## src/shg_defines.svh

```systemverilog
// Purpose: Constants for the sync header stream parity generator
// Assumes: One 64-bit scrambled block per accepted beat
// Notes: Stream bit n is sent in block n of a multiblock
`ifndef SHG_DEFINES_SVH
`define SHG_DEFINES_SVH
`define SHG_BLK_W 64
`define SHG_BLKS_PER_MB 32
`define SHG_BLK_IDX_W 5
`define SHG_LAST_BLK 5'h1f
`define SHG_CRC_W 12
// Feedback mask without the x^12 term; 0x987 is the same polynomial in implicit-one form
`define SHG_CRC_POLY 12'h30f
`define SHG_FEC_W 26
`define SHG_FEC_POLY 26'h0220211
`define SHG_SH_ONE 2'h1
`define SHG_SH_ZERO 2'h2
`define SHG_PILOT 5'h01
`define SHG_EOEMB_POS 22
`define SHG_CRC_FILL 7'h7f
`endif

```

## src/shg_pkg.sv

```systemverilog
// Purpose: Types for the sync header stream parity generator
// Assumes: Included defines give all widths
// Notes: Mode is static while the link is enabled
`include "shg_defines.svh"
`default_nettype none
package shg_pkg;
  typedef enum logic {SHG_MODE_CRC, SHG_MODE_FEC} shg_mode_t;
  typedef struct packed {
    logic [`SHG_BLK_W-1:0] data;
    logic [1:0] sh;
  } shg_word_t;
endpackage
`default_nettype wire

```

## src/shg_gen.sv

```systemverilog
// Purpose: Sync header stream generator with CRC-12 or FEC parity per multiblock
// Assumes: Input blocks are already scrambled; bit 63 of a block is sent first
// Notes: Parity of multiblock k rides in the stream of multiblock k+1
`include "shg_defines.svh"
`default_nettype none
// Summary of operation
// - Only CRC-12 and FEC; no CRC-3, no commands
// - CRC covers scrambled data of 32 blocks
// - Parity sent in the following multiblock
// - CRC error detection latency at least 46 blocks
// - CRC bits at 0-2,4-6,8-10,12-14 descending
// - Command bits 16-18,20,24-26 always zero
// - Fixed ones at 3,7,11,15,19,21,23
// - Positions 27-31 carry pilot 00001
// - Position 22 is end-of-extended-multiblock flag
// - CRC pilot unique, one-multiblock alignment
// - CRC polynomial 0x987 over 2048 bits
// - Parity state cleared before every multiblock
// - Payload bits only; read after 2048
// - FEC 26-bit parity sent next multiblock
// - FEC generator (x^17+1)(x^9+x^4+1)
// - FEC correction latency at least 58 blocks
// - FEC bits at 0-21, 23, 24-26
// - Sync header 01 sends one, 10 zero
// - Extended multiblock flag set every multiblock
module shg_gen (
  input wire logic sys_clk,
  input wire logic rst_n,
  input wire logic clk_en,
  input wire logic link_en,
  input wire shg_pkg::shg_mode_t mode_sel,
  input wire logic blk_valid,
  output logic blk_ready,
  input wire logic [`SHG_BLK_W-1:0] blk_data,
  input wire logic blk_first,
  output logic tx_valid,
  input wire logic tx_ready,
  output logic [`SHG_BLK_W-1:0] tx_data,
  output logic [1:0] tx_sh,
  output logic tx_mb_end,
  output logic [`SHG_FEC_W-1:0] last_parity
);
  typedef enum logic [1:0] {SHG_ST_IDLE, SHG_ST_FIRST, SHG_ST_RUN} shg_phase_t;

  typedef struct packed {
    shg_phase_t phase;
    shg_pkg::shg_mode_t mode;
    logic [`SHG_BLK_IDX_W-1:0] blk_idx;
    logic [`SHG_CRC_W-1:0] crc;
    logic [`SHG_FEC_W-1:0] fec;
    logic [31:0] stream;
    logic [`SHG_FEC_W-1:0] last_parity;
  } shg_state_t;

  shg_state_t st_reg, st_next;
  logic buf_ready;
  logic accept;
  logic [`SHG_CRC_W-1:0] crc_blk;
  logic [`SHG_FEC_W-1:0] fec_blk;
  logic [31:0] crc_stream;
  logic [31:0] fec_stream;
  logic stream_bit;
  shg_pkg::shg_word_t buf_in, buf_out;

  // Serial LFSR step folded over one 64-bit block, MSB first
  function automatic logic [`SHG_CRC_W-1:0] crc_step(input logic [`SHG_CRC_W-1:0] s,
                                                     input logic [`SHG_BLK_W-1:0] d);
    logic [`SHG_CRC_W-1:0] r;
    logic fb;
    r = s;
    for (int i = `SHG_BLK_W - 1; i >= 0; i--) begin
      fb = r[`SHG_CRC_W-1] ^ d[i];
      r = {r[`SHG_CRC_W-2:0], 1'b0} ^ (fb ? `SHG_CRC_POLY : '0);
    end
    return r;
  endfunction

  function automatic logic [`SHG_FEC_W-1:0] fec_step(input logic [`SHG_FEC_W-1:0] s,
                                                     input logic [`SHG_BLK_W-1:0] d);
    logic [`SHG_FEC_W-1:0] r;
    logic fb;
    r = s;
    for (int i = `SHG_BLK_W - 1; i >= 0; i--) begin
      fb = r[`SHG_FEC_W-1] ^ d[i];
      r = {r[`SHG_FEC_W-2:0], 1'b0} ^ (fb ? `SHG_FEC_POLY : '0);
    end
    return r;
  endfunction

  assign accept = blk_valid && blk_ready;
  // Back-pressure from the lane stalls accepting new blocks
  assign blk_ready = (st_reg.phase != SHG_ST_IDLE) && buf_ready;

  // The state is cleared at the first block, so the step starts from zero
  always_comb begin
    if (blk_first || st_reg.blk_idx == '0) begin
      crc_blk = crc_step('0, blk_data);
      fec_blk = fec_step('0, blk_data);
    end else begin
      crc_blk = crc_step(st_reg.crc, blk_data);
      fec_blk = fec_step(st_reg.fec, blk_data);
    end
  end

  // Stream bit 0 goes out first; vector index equals stream position
  always_comb begin
    crc_stream = '0; // Command bits stay zero
    {crc_stream[0], crc_stream[1], crc_stream[2]} = st_reg.last_parity[11:9];
    {crc_stream[4], crc_stream[5], crc_stream[6]} = st_reg.last_parity[8:6];
    {crc_stream[8], crc_stream[9], crc_stream[10]} = st_reg.last_parity[5:3];
    {crc_stream[12], crc_stream[13], crc_stream[14]} = st_reg.last_parity[2:0];
    {crc_stream[3], crc_stream[7], crc_stream[11], crc_stream[15]} = 4'hf;
    {crc_stream[19], crc_stream[21], crc_stream[23]} = 3'h7;
    crc_stream[`SHG_EOEMB_POS] = 1'b1; // Only E=1 supported
    {crc_stream[27], crc_stream[28], crc_stream[29], crc_stream[30], crc_stream[31]} = `SHG_PILOT;
  end

  always_comb begin
    fec_stream = '0;
    for (int p = 0; p < 22; p++) begin
      fec_stream[p] = st_reg.last_parity[25 - p];
    end
    fec_stream[23] = st_reg.last_parity[3];
    {fec_stream[24], fec_stream[25], fec_stream[26]} = st_reg.last_parity[2:0];
    fec_stream[`SHG_EOEMB_POS] = 1'b1;
    {fec_stream[27], fec_stream[28], fec_stream[29], fec_stream[30], fec_stream[31]} = `SHG_PILOT;
  end

  always_comb begin
    st_next = st_reg;
    case (st_reg.phase)
      SHG_ST_IDLE: begin
        // Mode is sampled only while the link is disabled
        st_next.mode = mode_sel;
        st_next.blk_idx = '0;
        st_next.last_parity = '0;
        if (link_en) begin
          st_next.phase = SHG_ST_FIRST;
        end
      end
      SHG_ST_FIRST, SHG_ST_RUN: begin
        if (!link_en) begin
          st_next.phase = SHG_ST_IDLE;
        end else if (accept) begin
          st_next.crc = crc_blk;
          st_next.fec = fec_blk;
          st_next.blk_idx = (blk_first ? `SHG_BLK_IDX_W'(0) : st_reg.blk_idx) + `SHG_BLK_IDX_W'(1);
          if (blk_first || st_reg.blk_idx == '0) begin
            st_next.stream = (st_reg.mode == shg_pkg::SHG_MODE_CRC) ? crc_stream : fec_stream;
          end
          if ((blk_first ? `SHG_BLK_IDX_W'(0) : st_reg.blk_idx) == `SHG_LAST_BLK) begin
            // Latch parity for the following multiblock
            // Held back a whole multiblock, so the far check cannot be earlier
            st_next.last_parity = (st_reg.mode == shg_pkg::SHG_MODE_CRC) ?
                                  `SHG_FEC_W'(crc_blk) : fec_blk;
            st_next.phase = SHG_ST_RUN;
          end
        end
      end
      default: begin
        st_next.phase = SHG_ST_IDLE;
      end
    endcase
  end

  // Bit for this block: fresh stream at block 0, stored stream after
  always_comb begin
    if (blk_first || st_reg.blk_idx == '0) begin
      stream_bit = (st_reg.mode == shg_pkg::SHG_MODE_CRC) ? crc_stream[0] : fec_stream[0];
    end else begin
      stream_bit = st_reg.stream[st_reg.blk_idx];
    end
  end

  assign buf_in.data = blk_data;
  assign buf_in.sh = stream_bit ? `SHG_SH_ONE : `SHG_SH_ZERO;

  always_ff @(posedge sys_clk) begin
    if (!rst_n) begin
      st_reg <= '0;
    end else if (clk_en) begin
      st_reg <= st_next;
    end
  end

  shg_skid_buf u_buf (
    .sys_clk(sys_clk),
    .rst_n(rst_n),
    .clk_en(clk_en),
    .in_valid(accept),
    .in_ready(buf_ready),
    .in_word(buf_in),
    .out_valid(tx_valid),
    .out_ready(tx_ready),
    .out_word(buf_out)
  );

  assign tx_data = buf_out.data;
  assign tx_sh = buf_out.sh;
  assign tx_mb_end = 1'b0;
  assign last_parity = st_reg.last_parity;
endmodule
`default_nettype wire

```

## src/shg_skid_buf.sv

```systemverilog
// Purpose: Two-entry buffer between the generator and the lane
// Assumes: Same clock on both sides
// Notes: in_ready depends only on registered fill, so no combinational path back
`include "shg_defines.svh"
`default_nettype none
module shg_skid_buf (
  input wire logic sys_clk,
  input wire logic rst_n,
  input wire logic clk_en,
  input wire logic in_valid,
  output logic in_ready,
  input wire shg_pkg::shg_word_t in_word,
  output logic out_valid,
  input wire logic out_ready,
  output shg_pkg::shg_word_t out_word
);
  typedef struct packed {
    shg_pkg::shg_word_t [1:0] mem;
    logic rd_ptr;
    logic wr_ptr;
    logic [1:0] count;
  } shg_buf_state_t;
  shg_buf_state_t st_reg, st_next;
  logic push, pop;

  assign in_ready = (st_reg.count != 2'h2);
  assign out_valid = (st_reg.count != 2'h0);
  assign out_word = st_reg.mem[st_reg.rd_ptr];
  assign push = in_valid && in_ready;
  assign pop = out_valid && out_ready;

  always_comb begin
    st_next = st_reg;
    if (push) begin
      st_next.mem[st_reg.wr_ptr] = in_word;
      st_next.wr_ptr = ~st_reg.wr_ptr;
    end
    if (pop) begin
      st_next.rd_ptr = ~st_reg.rd_ptr;
    end
    if (push && !pop) begin
      st_next.count = st_reg.count + 2'h1;
    end else if (pop && !push) begin
      st_next.count = st_reg.count - 2'h1;
    end
  end

  always_ff @(posedge sys_clk) begin
    if (!rst_n) begin
      st_reg <= '0;
    end else if (clk_en) begin
      st_reg <= st_next;
    end
  end
endmodule
`default_nettype wire

```

## config.mk

```make
export PLATFORM = sky130hd
export DESIGN_NAME = shg_gen
export DESIGN_NICKNAME = d
export VERILOG_FILES = /design/src/shg_pkg.sv /design/src/shg_gen.sv /design/src/shg_skid_buf.sv
export VERILOG_INCLUDE_DIRS = /design/src
export SDC_FILE = /design/constraint.sdc
export NUM_CORES = 1
export LEC_CHECK = 0
export ABC_AREA = 1
export BUFFER_PORTS_ARGS = -buffer_cell sky130_fd_sc_hd__buf_2
export CORE_AREA = 3 3 195 235
export CTS_BUF_LIST = sky130_fd_sc_hd__clkbuf_8
export CTS_CLUSTER_DIAMETER = 40
export DETAILED_ROUTE_END_ITERATION = 16
export DIE_AREA = 0 0 198 238
export GPL_ROUTABILITY_DRIVEN = 0
export MAX_ROUTING_LAYER = met4
export PLACE_DENSITY_LB_ADDON = 0.1
export SYNTH_ARGS = -nofsm -noshare
export SYNTH_HDL_FRONTEND = slang
export SYNTH_SLANG_ARGS = --single-unit
```

## constraint.sdc

```tcl
create_clock -name sys_clk -period 8 [get_ports sys_clk]
set_input_delay 0.4 -clock sys_clk [delete_from_list [all_inputs] [get_ports sys_clk]]
set_output_delay 0.4 -clock sys_clk [all_outputs]
set_load 0.1 [all_outputs]
```

==> results.toml <==
[run_status]
outcome = "finished, violations left"
violations = "setup timing"

[critical_path]
critPathMaxStageDelay_ns = 0.39
crit_slowest_cell = "dfxtp_4"
cp.arrival_ns = 9.08
start_kind = "flop"
critPathMaxFanout = 7
r2r_start = "st_reg[93]"
end_kind = "flop"
startpoint = "st_reg[93]"
crit_type = "reg2reg"
crit_path_frequent_cell = "nand2_2"
worst_ep_required_time_ns = 8.54

[placed_design]
pre_cts_ws_ns = -0.303
dpl.hpwl_mm = 62.2
place_area_um2 = 26100
io_buffers = 165

[job]
max_cap_violations = 0

[detailed_routing]
vias = 26400
first_pass_iters = 6
wl_mm = 89.8
drcViolationCount = 0
viasPerCell = 5.76
drtAntennaViolNets = 0
wire_per_inst_um = 19.6
drt_iter0_drc = 1957

[cells_and_area]
fin_util_pct = 71.6
nets = 4069
areaGrowthSynthToFinish_pct = 31.1
fin_area_um2 = 31300
drive_above_1_share_pct = 35.0
largest_register_ffs = 136

[logic_synthesis]
synth_edf_count = 0
syn_avg_cell_area_um2 = 6.51
synth_nets = 3742
async_flop_share_pct = 0
synthTopCellsByArea = "dfxtp_1 20%, xor2_1 15%, nand2_1 14%"
yosysWarnings = 0
synth_common_cells = "910 x nand2_1, 406 x xor2_1, 399 x nand3_1, 301 x inv_1, 235 x dfxtp_1"
yosys_most_used_dff = "dfxtp_1"
synth_cells = 3665
yosysMostFrequentCell = "nand2_1"
yosys.cell_types.count = 49
syn_area_um2 = 23900
netlist.area_leader.share_pct = 19.7
yosysTopAreaCell = "dfxtp_1"
synth.yosys.seq_area_share_pct = 19.7
yosys_register_bits = 235

[clocking]
worstSkewPairLatency_ns = 0.70
cts.clk_slew.worst_paths_ns = 0.06
cts_max_level = 2
cts_buffers = 47
cts_tree = "built"
cts_root_buf = "clkbuf_8"
clock-sinks = 235
cts_buffer_depth = 3

[sta]
holdWs_ns = 0.0358
rsz0062_at_grt = "true"
finalWorstSetupSlack_ns = -0.541
setup_viol = 24
slew_headroom_pct = 29.3
slew_violations = 0
finalHoldViolCount = 0
fmax_mhz = 117
min_period_ns = 8.54
worst_slew_pin_slew_ns = 1.06
fin_crit_sh_pct = 107
fin_worst_skew_ns = 0.0497

[die]
die_x_um = 198
start_util_pct = 54.6
io_pins = 167
rows = 84
die_h_um = 238
dieArea_um2 = 47100
coreArea_um2 = 43700

[worst_hold_path]
min_from = "tx_ready"
hp-class = "in2reg"

[grt]
grt-ovfl-total = 0
antenna_found_initial = 3
grt_pass1_wl_mm = 123
track_usage_pct = 33.3
grt_max_degree = 104
first_global_vias = 23400
## routing by layer
layer	wire length, um	up-vias	global-route usage [%]	share of wire (%)
met5	0	-	-	0
met4	7210	0	16.4	8.0
met3	6670	506	4.26	7.4
met2	42800	1266	56.4	48
met1	33000	12300	38.9	37
li1	-	12300	-	-
## worst paths after layout
kind,slack (ns),cells after the start,end
hold reg to reg,0.47,2,st_reg[33]
setup reg to reg,-0.54,62,st_reg[84]
setup / recovery,-0.54,62,st_reg[84]
hold / removal,0.04,3,u_buf.st_reg[3]
## what timing repair did
action / CTS / global route
gates resized for setup: 0 / 734
endpoints found under the setup margin: 0 / 24
hold buffers: 2 / 0
setup buffers: 0 / 70
hold endpoints to repair: 1 / 0
## critical path, delay by kind of cell, from the launching register on
kind                      cells  cell delay (ns)
buffers and inverters        12             1.32
DFF                           1             0.39
and+or+nand+nor              43             5.20
xor gates and xnor gates      6             1.34
AOI/OAI and AO/OA             1             0.13
## kinds of logic after synthesis
family                   after synthesis  share of synthesized area, %
adder cells (fa/ha/maj)                5                         0.262
AO/OA/AOI/OAI                        487                          10.6
multiplexers                           4                         0.168
other                                  1                        0.0157
AND/OR/NAND/NOR                     1833                          38.4
flip-flops                           235                          19.7
buffers and inverters                518                          9.06
XOR/XNOR                             582                          21.8
## stage by stage
stage	std cells	TNS, ns
final	4591	-7.84
after global placement	4430	-0.595
after detailed placement	4430	-4.22
after floorplan	3665	0
after global routing	4591	-16.18
after CTS	4518	0
## cell usage in the layout, fill, tap and decap left out, types with 5 or more instances in the layout
cell and instances:
o211ai_1 9, nand3_1 238, nand3_4 101, ha_1 5, inv_4 17, nand3b_1 14
a21oi_1 204, xor2_1 372, nand2_4 186, buf_2 159, a22oi_1 8, xnor2_1 157
xnor2_2 10, clkinv_1 10, nand2_8 16, inv_2 63, inv_1 284, o21ai_1 8
dfxtp_1 228, o22ai_1 6, nand2_1 723, buf_6 6, bufinv_16 8, or2_1 11
xor2_2 35, nand3_2 157, buf_4 253, a31oi_1 16, clkbuf_8 57, or2_2 15
xor2_4 6, nor2_1 83, o21ai_0 221, nand2_2 271
## area by class of cell
class	count	area, um2
clock buffer	57	785
tap	559	699
clock inverter	29	398
timing repair buffer	425	2880
sequential	235	4720
fill	3438	12400
multi-input combinational	2912	20400
antenna	3	7.51
inverter	371	1450
Power is not shown: default switching activity piles up to over one toggle a cycle in this logic, so the estimate is an artifact.
